**src/design/dauc_pkg.sv**
```systemverilog
// Shared constants and types for the DAC update and clear control block.
// Assumes a 25 MHz system clock on both ends of the serial link.
//
// Summary of operation
// RQ1 - Strobe low: DAC updates on 32nd edge
// RQ2 - Async mode: strobe fall copies all registers
// RQ3 - Command 0010 writes then updates all
// RQ4 - Override bit 1 treats strobe as low
// RQ5 - Command 0110 loads the override register
// RQ6 - Override bits reset to zero
// RQ7 - Clear select picks zero, mid, full, none
// RQ8 - Command 0101 loads clear select from DB1:DB0
// RQ9 - Override DB1 is B, DB0 is A
// RQ10 - Frame: ignore, command, address, payload
// RQ11 - Host may tie strobe low or pulse
// RQ12 - Host holds sync low whole frame
// RQ13 - Byte hosts keep sync low between bytes
// RQ14 - Host sends MSB first, valid falling edge
// RQ15 - Clear fall loads code into all registers
// RQ16 - Clear during frame aborts that write
// RQ17 - Clear mode ends on next frame end
// RQ18 - Ignore strobe and clear during power-on
// RQ19 - Short frame is discarded entirely
package dauc_pkg;

  localparam int FRAME_BITS = 32;
  localparam int CNT_W      = 6;
  localparam int NCH        = 2;
  localparam int CODE_W     = 16;
  localparam int CMD_HI     = 27;
  localparam int CMD_LO     = 24;
  localparam int ADDR_HI    = 23;
  localparam int ADDR_LO    = 20;
  localparam int DATA_HI    = 19;
  localparam int DATA_LO    = 4;
  localparam int SEL_HI     = 1;
  localparam int SEL_LO     = 0;

  localparam logic [3:0] CMD_WR_IN      = 4'h0;
  localparam logic [3:0] CMD_UPD_N      = 4'h1;
  localparam logic [3:0] CMD_WR_UPD_ALL = 4'h2;
  localparam logic [3:0] CMD_WR_UPD_N   = 4'h3;
  localparam logic [3:0] CMD_CLR_CODE   = 4'h5;
  localparam logic [3:0] CMD_OVERRIDE   = 4'h6;
  localparam logic [3:0] ADDR_ALL       = 4'hf;

  localparam logic [1:0] CLR_SEL_ZERO = 2'h0;
  localparam logic [1:0] CLR_SEL_MID  = 2'h1;
  localparam logic [1:0] CLR_SEL_FULL = 2'h2;
  localparam logic [1:0] CLR_SEL_NOP  = 2'h3;
  localparam logic [1:0] CLR_SEL_RST  = 2'h0;
  localparam logic [CODE_W-1:0] CLR_VAL_ZERO = 16'h0000;
  localparam logic [CODE_W-1:0] CLR_VAL_MID  = 16'h8000;
  localparam logic [CODE_W-1:0] CLR_VAL_FULL = 16'hffff;
  localparam logic [CODE_W-1:0] CODE_RST     = 16'h0000;
  localparam logic [NCH-1:0]    OVR_RST      = 2'h0;

  // Pin positions in the device's synchroniser vector
  localparam int PIN_SCLK = 4;
  localparam int PIN_SYNC = 3;
  localparam int PIN_DIN  = 2;
  localparam int PIN_LD   = 1;
  localparam int PIN_CLR  = 0;
  localparam logic [4:0] PIN_IDLE = 5'h0b;

  localparam int CLK_PERIOD_NS  = 40;
  localparam int SCLK_PERIOD_NS = 320;
  localparam int STROBE_NS      = 160;
  localparam int SCLK_HALF_CYC  = SCLK_PERIOD_NS / (2 * CLK_PERIOD_NS);
  localparam int STROBE_CYC     =
    (STROBE_NS + CLK_PERIOD_NS - 1) / CLK_PERIOD_NS;

  typedef enum logic [2:0] {
    DST_IDLE  = 3'b001,
    DST_SHIFT = 3'b010,
    DST_WAIT  = 3'b100
  } dauc_dev_state_t;

  typedef enum logic [5:0] {
    HST_IDLE = 6'b000001,
    HST_LEAD = 6'b000010,
    HST_HIGH = 6'b000100,
    HST_LOW  = 6'b001000,
    HST_TAIL = 6'b010000,
    HST_GAP  = 6'b100000
  } dauc_host_state_t;

endpackage : dauc_pkg

```
**src/design/dauc_link_if.sv**
```systemverilog
// Three-wire serial link plus load strobe and clear pins.
// Host drives every wire; the device only listens.
`timescale 1ns/100ps
interface dauc_link_if;
  logic sclk;
  logic sync_n;
  logic din;
  logic load_strobe_n;
  logic clear_in_n;

  modport dev (
    input sclk,
    input sync_n,
    input din,
    input load_strobe_n,
    input clear_in_n
  );

  modport host (
    output sclk,
    output sync_n,
    output din,
    output load_strobe_n,
    output clear_in_n
  );
endinterface : dauc_link_if

```
**src/design/dauc_dev.sv**
```systemverilog
// Device end: frame receiver, input and DAC registers, override and
// clear-code registers. All link pins are asynchronous to clk.
`timescale 1ns/100ps
module dauc_dev
  import dauc_pkg::*;
(
  input  wire logic                     clk,
  input  wire logic                     nrst,
  dauc_link_if.dev                      link,
  input  wire logic                     por_busy,
  output logic [NCH-1:0][CODE_W-1:0]    dac_code,
  output logic [NCH-1:0][CODE_W-1:0]    input_code,
  output logic [NCH-1:0]                override_mask,
  output logic [1:0]                    clear_sel,
  output logic                          clear_active,
  output logic                          frame_done
);

  // Synchroniser: s1 feeds only s2; edges come from s2 against s3
  logic [4:0] pin_s1;
  logic [4:0] pin_s2;
  logic [4:0] pin_s3;

  always_ff @(posedge clk or negedge nrst) begin
    if (!nrst) begin
      pin_s1 <= PIN_IDLE;
      pin_s2 <= PIN_IDLE;
      pin_s3 <= PIN_IDLE;
    end else begin
      pin_s1 <= {link.sclk, link.sync_n, link.din,
                 link.load_strobe_n, link.clear_in_n};
      pin_s2 <= pin_s1;
      pin_s3 <= pin_s2;
    end
  end

  logic sclk_fall;
  logic sync_low;
  logic din_bit;
  logic ld_low;
  logic ld_fall;
  logic clr_fall;

  always_comb begin
    sclk_fall = pin_s3[PIN_SCLK] & ~pin_s2[PIN_SCLK];
    sync_low  = ~pin_s2[PIN_SYNC];
    din_bit   = pin_s2[PIN_DIN];
    // Load strobe and clear pins are masked while power-on reset runs
    ld_low    = ~pin_s2[PIN_LD] & ~por_busy; // RQ18
    ld_fall   = pin_s3[PIN_LD] & ~pin_s2[PIN_LD] & ~por_busy; // RQ18
    clr_fall  = pin_s3[PIN_CLR] & ~pin_s2[PIN_CLR] & ~por_busy; // RQ18
  end

  // Frame receiver
  dauc_dev_state_t       state;
  dauc_dev_state_t       next_state;
  logic [CNT_W-1:0]      cnt;
  logic [CNT_W-1:0]      next_cnt;
  logic [FRAME_BITS-1:0] shreg;
  logic [FRAME_BITS-1:0] next_shreg;
  logic                  next_done;

  always_comb begin
    next_state = state;
    next_cnt   = cnt;
    next_shreg = shreg;
    next_done  = 1'b0;
    if (!sync_low) begin
      // Sync rising early drops the partial frame
      next_state = DST_IDLE; // RQ19
      next_cnt   = '0;
    end else if (clr_fall) begin
      // Rest of this frame is ignored until sync rises
      next_state = DST_WAIT; // RQ16
      next_cnt   = '0;
    end else begin
      case (state)
        DST_IDLE: begin
          next_cnt   = '0;
          next_state = DST_SHIFT;
        end
        DST_SHIFT: begin
          if (sclk_fall) begin
            next_shreg = {shreg[FRAME_BITS-2:0], din_bit};
            if (cnt == CNT_W'(FRAME_BITS - 1)) begin
              next_done  = 1'b1; // RQ1
              next_cnt   = '0;
              next_state = DST_WAIT;
            end else begin
              next_cnt = CNT_W'(cnt + 6'h01);
            end
          end
        end
        DST_WAIT: begin
          // Extra edges beyond 32 are ignored
          next_cnt = '0;
        end
        default: begin
          next_state = DST_IDLE;
          next_cnt   = '0;
        end
      endcase
    end
  end

  always_ff @(posedge clk or negedge nrst) begin
    if (!nrst) begin
      state      <= DST_IDLE;
      cnt        <= '0;
      shreg      <= '0;
      frame_done <= 1'b0;
    end else begin
      state      <= next_state;
      cnt        <= next_cnt;
      shreg      <= next_shreg;
      frame_done <= next_done;
    end
  end

  // Frame fields; valid while frame_done is high
  logic [3:0]        cmd;
  logic [3:0]        addr;
  logic [CODE_W-1:0] data;

  always_comb begin
    cmd  = shreg[CMD_HI:CMD_LO]; // RQ10
    addr = shreg[ADDR_HI:ADDR_LO]; // RQ10
    data = shreg[DATA_HI:DATA_LO]; // RQ10
  end

  // Control registers
  logic [NCH-1:0]    next_override;
  logic [1:0]        next_clear_sel;
  logic              next_clear_active;
  logic              clr_hit;
  logic [CODE_W-1:0] clear_val;

  always_comb begin
    next_override     = override_mask;
    next_clear_sel    = clear_sel;
    next_clear_active = clear_active;
    // Select 11 stops the clear pin loading codes or setting clear mode; it still aborts a frame
    clr_hit = clr_fall && (clear_sel != CLR_SEL_NOP); // RQ7
    case (clear_sel)
      CLR_SEL_ZERO: clear_val = CLR_VAL_ZERO; // RQ7
      CLR_SEL_MID:  clear_val = CLR_VAL_MID; // RQ7
      CLR_SEL_FULL: clear_val = CLR_VAL_FULL; // RQ7
      default:      clear_val = CLR_VAL_ZERO;
    endcase
    if (frame_done && cmd == CMD_OVERRIDE) begin
      // Only DB1 (B) and DB0 (A) exist; DB3:DB2 dropped
      next_override = shreg[NCH-1:0]; // RQ5 RQ9
    end
    if (frame_done && cmd == CMD_CLR_CODE) begin
      next_clear_sel = shreg[SEL_HI:SEL_LO]; // RQ8
    end
    if (frame_done) begin
      next_clear_active = 1'b0; // RQ17
    end
    // Set wins over a frame ending in the same cycle
    if (clr_hit) begin
      next_clear_active = 1'b1;
    end
  end

  always_ff @(posedge clk or negedge nrst) begin
    if (!nrst) begin
      override_mask <= OVR_RST; // RQ6
      clear_sel     <= CLR_SEL_RST;
      clear_active  <= 1'b0;
    end else begin
      override_mask <= next_override;
      clear_sel     <= next_clear_sel;
      clear_active  <= next_clear_active;
    end
  end

  // Per-channel input and DAC registers
  for (genvar i = 0; i < NCH; i++) begin : g_ch
    logic [CODE_W-1:0] in_q;
    logic [CODE_W-1:0] dac_q;
    logic [CODE_W-1:0] next_in;
    logic [CODE_W-1:0] next_dac;
    logic              sel;
    logic              wr;
    logic              upd;

    always_comb begin
      sel = (addr == 4'(i)) || (addr == ADDR_ALL);
      wr  = frame_done && sel &&
            (cmd == CMD_WR_IN || cmd == CMD_WR_UPD_ALL ||
             cmd == CMD_WR_UPD_N);
      upd = ld_fall // RQ2
         || (frame_done && cmd == CMD_WR_UPD_ALL) // RQ3
         || (frame_done && sel &&
             (cmd == CMD_UPD_N || cmd == CMD_WR_UPD_N))
         || (wr && (ld_low || override_mask[i])); // RQ1 RQ4 RQ11
      next_in  = wr ? data : in_q;
      next_dac = upd ? next_in : dac_q;
      if (clr_hit) begin
        next_in  = clear_val; // RQ15
        next_dac = clear_val; // RQ15
      end
    end

    always_ff @(posedge clk or negedge nrst) begin
      if (!nrst) begin
        in_q  <= CODE_RST;
        dac_q <= CODE_RST;
      end else begin
        in_q  <= next_in;
        dac_q <= next_dac;
      end
    end

    assign dac_code[i]   = dac_q;
    assign input_code[i] = in_q;
  end

endmodule : dauc_dev

```
**src/flat_wrapper.sv**
```systemverilog
// flat-port wrapper written by rule: the top's interface ports become plain ports
module dauc_dev_flat import dauc_pkg::*;
  (clk, nrst, por_busy, dac_code, input_code, override_mask, clear_sel, clear_active, frame_done, link_sclk, link_sync_n, link_din, link_load_strobe_n, link_clear_in_n);
  dauc_link_if link_i ();
  input  wire logic clk;
  input  wire logic nrst;
  input  wire logic por_busy;
  output logic [NCH-1:0][CODE_W-1:0] dac_code;
  output logic [NCH-1:0][CODE_W-1:0] input_code;
  output logic [NCH-1:0] override_mask;
  output logic [1:0] clear_sel;
  output logic clear_active;
  output logic frame_done;
  input wire logic [$bits(link_i.sclk)-1:0] link_sclk;
  input wire logic [$bits(link_i.sync_n)-1:0] link_sync_n;
  input wire logic [$bits(link_i.din)-1:0] link_din;
  input wire logic [$bits(link_i.load_strobe_n)-1:0] link_load_strobe_n;
  input wire logic [$bits(link_i.clear_in_n)-1:0] link_clear_in_n;
  assign link_i.sclk = link_sclk;
  assign link_i.sync_n = link_sync_n;
  assign link_i.din = link_din;
  assign link_i.load_strobe_n = link_load_strobe_n;
  assign link_i.clear_in_n = link_clear_in_n;
  dauc_dev u_core (.clk(clk), .nrst(nrst), .link(link_i), .por_busy(por_busy), .dac_code(dac_code), .input_code(input_code), .override_mask(override_mask), .clear_sel(clear_sel), .clear_active(clear_active), .frame_done(frame_done));
endmodule
```
**config.mk**
```make
export PLATFORM = sky130hd
export DESIGN_NAME = dauc_dev_flat
export DESIGN_NICKNAME = d
export VERILOG_FILES = /design/src/design/dauc_pkg.sv /design/src/design/dauc_link_if.sv /design/src/design/dauc_dev.sv /design/src/flat_wrapper.sv
export SDC_FILE = /design/constraint.sdc
export NUM_CORES = 1
export LEC_CHECK = 0
export ABC_AREA = 1
export BUFFER_PORTS_ARGS = -buffer_cell sky130_fd_sc_hd__buf_2
export CORE_MARGIN = 2
export CORE_UTILIZATION = 50
export DETAILED_ROUTE_END_ITERATION = 8
export PLACE_DENSITY = 0.71
export SYNTH_ARGS = -nofsm -noshare
export SYNTH_HDL_FRONTEND = slang
export SYNTH_SLANG_ARGS = --single-unit
```
**constraint.sdc**
```tcl
create_clock -name clk -period 2.1 [get_ports clk]
set_clock_uncertainty 0.05 [all_clocks]
set_input_delay 0.315 -clock clk [delete_from_list [all_inputs] [get_ports clk]]
set_output_delay 0.315 -clock clk [all_outputs]
set_load 0.01 [all_outputs]
```
==> results.sh <==
export IMPL_cts_clk_slew_worst_paths_ns=0.05
export IMPL_met1_length_mm=5.58
export IMPL_ys_ff_latch=120
export IMPL_die_h_um=106
export IMPL_top_layer_used="met4"
export IMPL_worstSetupEndpointType="flop"
export IMPL_antenna_found_initial=0
export IMPL_cts_made_buffers=17
export IMPL_synth_top_area_cell="dfrtp_1"
export IMPL_ant_nets=0
export IMPL_final_cell_area_um2=6320
export IMPL_n_antenna_cell=0
export IMPL_track_usage_pct=22.5
export IMPL_via_per_inst=4.99
export IMPL_tritoncts="done"
export IMPL_dp_hpwl_mm=7.73
export IMPL_tns_ns=0
export IMPL_worstSetupStartpointType="flop"
export IMPL_clock_latency_ns=0.52
export IMPL_grt_pass1_vias=4066
export IMPL_hold_viol_final=0
export IMPL_grt_max_degree=51
export IMPL_syn_to_final_growth_pct=20.8
export IMPL_hold_class="input port to async pin"
export IMPL_route_met2_wl_mm=5.38
export IMPL_globalplace_congestion=0.798
export IMPL_synth_edf_count=0
export IMPL_nets=693
export IMPL_run_status="finished, final reports clean"
export IMPL_drt_wirelength_per_cell_um=14.1
export IMPL_ios=78
export IMPL_synth_seq_area_share_pct=57.6
export IMPL_slew_headroom_pct=60.6
export IMPL_utilization_pct=61.8
export IMPL_wl_met3_um=579
export IMPL_coreArea_um2=10200
export IMPL_fmax_mhz=542
export IMPL_wl_mm=11.7
export IMPL_arrival_ns=2.24
export IMPL_synthArstFlopShare_pct=100
export IMPL_grt_pass1_wl_mm=20.0
export IMPL_grt_setup_unrepaired="no"
export IMPL_layout_drive_gt1_share_pct=20.4
export IMPL_remaining_drc_errors=0
export IMPL_num_vias=4133
export IMPL_syn_area_um2=5230
export IMPL_required_ns=2.50
export IMPL_min_period_ns=1.85
export IMPL_ys_flop_type="dfrtp_1"
export IMPL_irDropWorstVdd_v=0.000506
export IMPL_synth_cell_types=32
export IMPL_powerDensity_nw_per_um2=1010
export IMPL_grt_ovfl_total=0
export IMPL_power_leakage_nw=3.60
export IMPL_avgSynthCellArea_um2=8.75
export IMPL_die_w_um=106
export IMPL_port_buffer_count=77
export IMPL_placed_area_um2=5720
export IMPL_dieArea_um2=11300
export IMPL_clockBufferDepth=2
export IMPL_finalMaxSlewViolations=0
export IMPL_drt_initial_drc_count=255
export IMPL_root_buffer="clkbuf_8"
export IMPL_htree_levels=4
export IMPL_path_max_fanout=34
export IMPL_ys_warn_count=0
export IMPL_syn_inst=598
export IMPL_period_share_pct=87.9
export IMPL_worst_slew_pin_slew_ns=0.590
export IMPL_drv_cap=0
export IMPL_core_rowCount=37
export IMPL_syn_nets=609
export IMPL_synth_area_top_cells="dfrtp_1 53%, nand2_1 16%, inv_1 5.0%"
export IMPL_initial_utilization_pct=51.1
export IMPL_firstDrtPassIters=5
export IMPL_netlist_area_leader_share_pct=53.1
export IMPL_clock_sinks=120
export IMPL_critPathKind="flop to flop"
export IMPL_setup_violations=0
export IMPL_worst_r2r_cell_count=9
-- cell usage after synthesis, drive strengths merged (4+ instances only) --
cell	number
nor3	4
nor2	24
dfrtp	111
dfstp	9
clkbuf	5
nand4	36
buf	21
a21oi	6
nand2	225
o21ai	33
nand3	40
inv	75
-- critical path: stages, from the launching register on --
cell,delay (ns)
dfrtp_1,0.42
nor2_2,0.19
nand2_2,0.11
inv_4,0.29
nand3_4,0.26
nand2_1,0.15
nand3_1,0.08
nand2_1,0.11
nand2_1,0.06
nand2_1,0.07
-- cell type report --
| cell class | instances | area [um^2] |
|---|---|---|
| Fill cell | 850 | 3910 |
| Sequential cell | 120 | 3010 |
| Multi-Input combinational cell | 377 | 1760 |
| Timing Repair Buffer | 91 | 546 |
| Clock buffer | 26 | 498 |
| Inverter | 75 | 289 |
| Tap cell | 136 | 170 |
| Clock inverter | 3 | 40.0 |
-- repair_timing --
item / in CTS / in global routing
hold buffers: 6 / 0
hold endpoints to repair: 28 / 0
buffers inserted: 0 / 0
gates resized for setup: 0 / 0
-- sequential cells by signal, summed over array words and instances, names as in the netlist --
signal,cells
u_core.clear_sel,2
u_core.clear_active,1
u_core.override_mask,2
u_core.g_ch.dac_q,32
u_core.pin_s1,5
u_core.pin_s3,3
u_core.shreg,28
u_core.cnt,6
u_core.g_ch.in_q,32
u_core.state,3
u_core.pin_s2,5
u_core.frame_done,1
-- cell usage in the layout, fill, tap and decap left out, types with 4 or more instances in the layout --
cell type	instances
nand4_1	36
dfstp_2	9
o21ai_1	5
inv_1	70
dfrtp_1	111
clkbuf_16	16
nand3_1	38
clkbuf_1	4
buf_4	6
buf_2	76
nor2_1	20
nand2_4	5
dlygate4sd3_1	6
clkbuf_8	6
o21ai_0	28
a21oi_1	5
nand2_1	218
-- stage by stage --
step | power [W] | instances | worst slack, ns | hold slack [ns]
after CTS | 0.00640 | 828 | 0.278 | 0.239
final | 0.00638 | 828 | 0.255 | 0.246
after floorplan | 0.00351 | 598 | 0.577 | -0.0306
after global routing | 0.00670 | 828 | 0.115 | 0.278
after detailed placement | 0.00374 | 793 | 0.319 | 0.242
after global placement | 0.00368 | 793 | 0.330 | 0.237
-- routing by layer --
metal / vias to the layer above / GRT usage, %
met5: - / 0
met4: 0 / 7.80
met3: 11 / 5.58
met2: 107 / 33.4
met1: 1957 / 32.4
li1: 2058 / -
-- report_power, final --
group          switching, W  total [W]  internal, W
combinational      0.000716   0.000945     0.000229
sequential         0.000191    0.00280      0.00261
clock              0.000941    0.00264      0.00170
-- final timing paths --
kind	start	end	slack [ns]
setup / recovery	u_core.shreg[27]	u_core.g_ch[1].dac_q[15]	0.25
hold reg to reg	u_core.pin_s1[2]	u_core.pin_s2[2]	0.29
max in group asynchronous	nrst	u_core.state[0]	1.12
hold / removal	nrst	u_core.pin_s2[4]	0.25
min in group clk	por_busy	u_core.state[2]	0.28
setup reg to reg	u_core.shreg[27]	u_core.g_ch[1].dac_q[15]	0.25
-- cell families after synthesis --
| logic type | synth area share [%] |
|---|---|
| simple gates | 29.1 |
| compound gates | 3.80 |
| buf+inv | 8.73 |
| fa+ha+maj | 0.717 |
| flops | 57.6 |
Note: power is estimated with default switching activity, not from simulation.
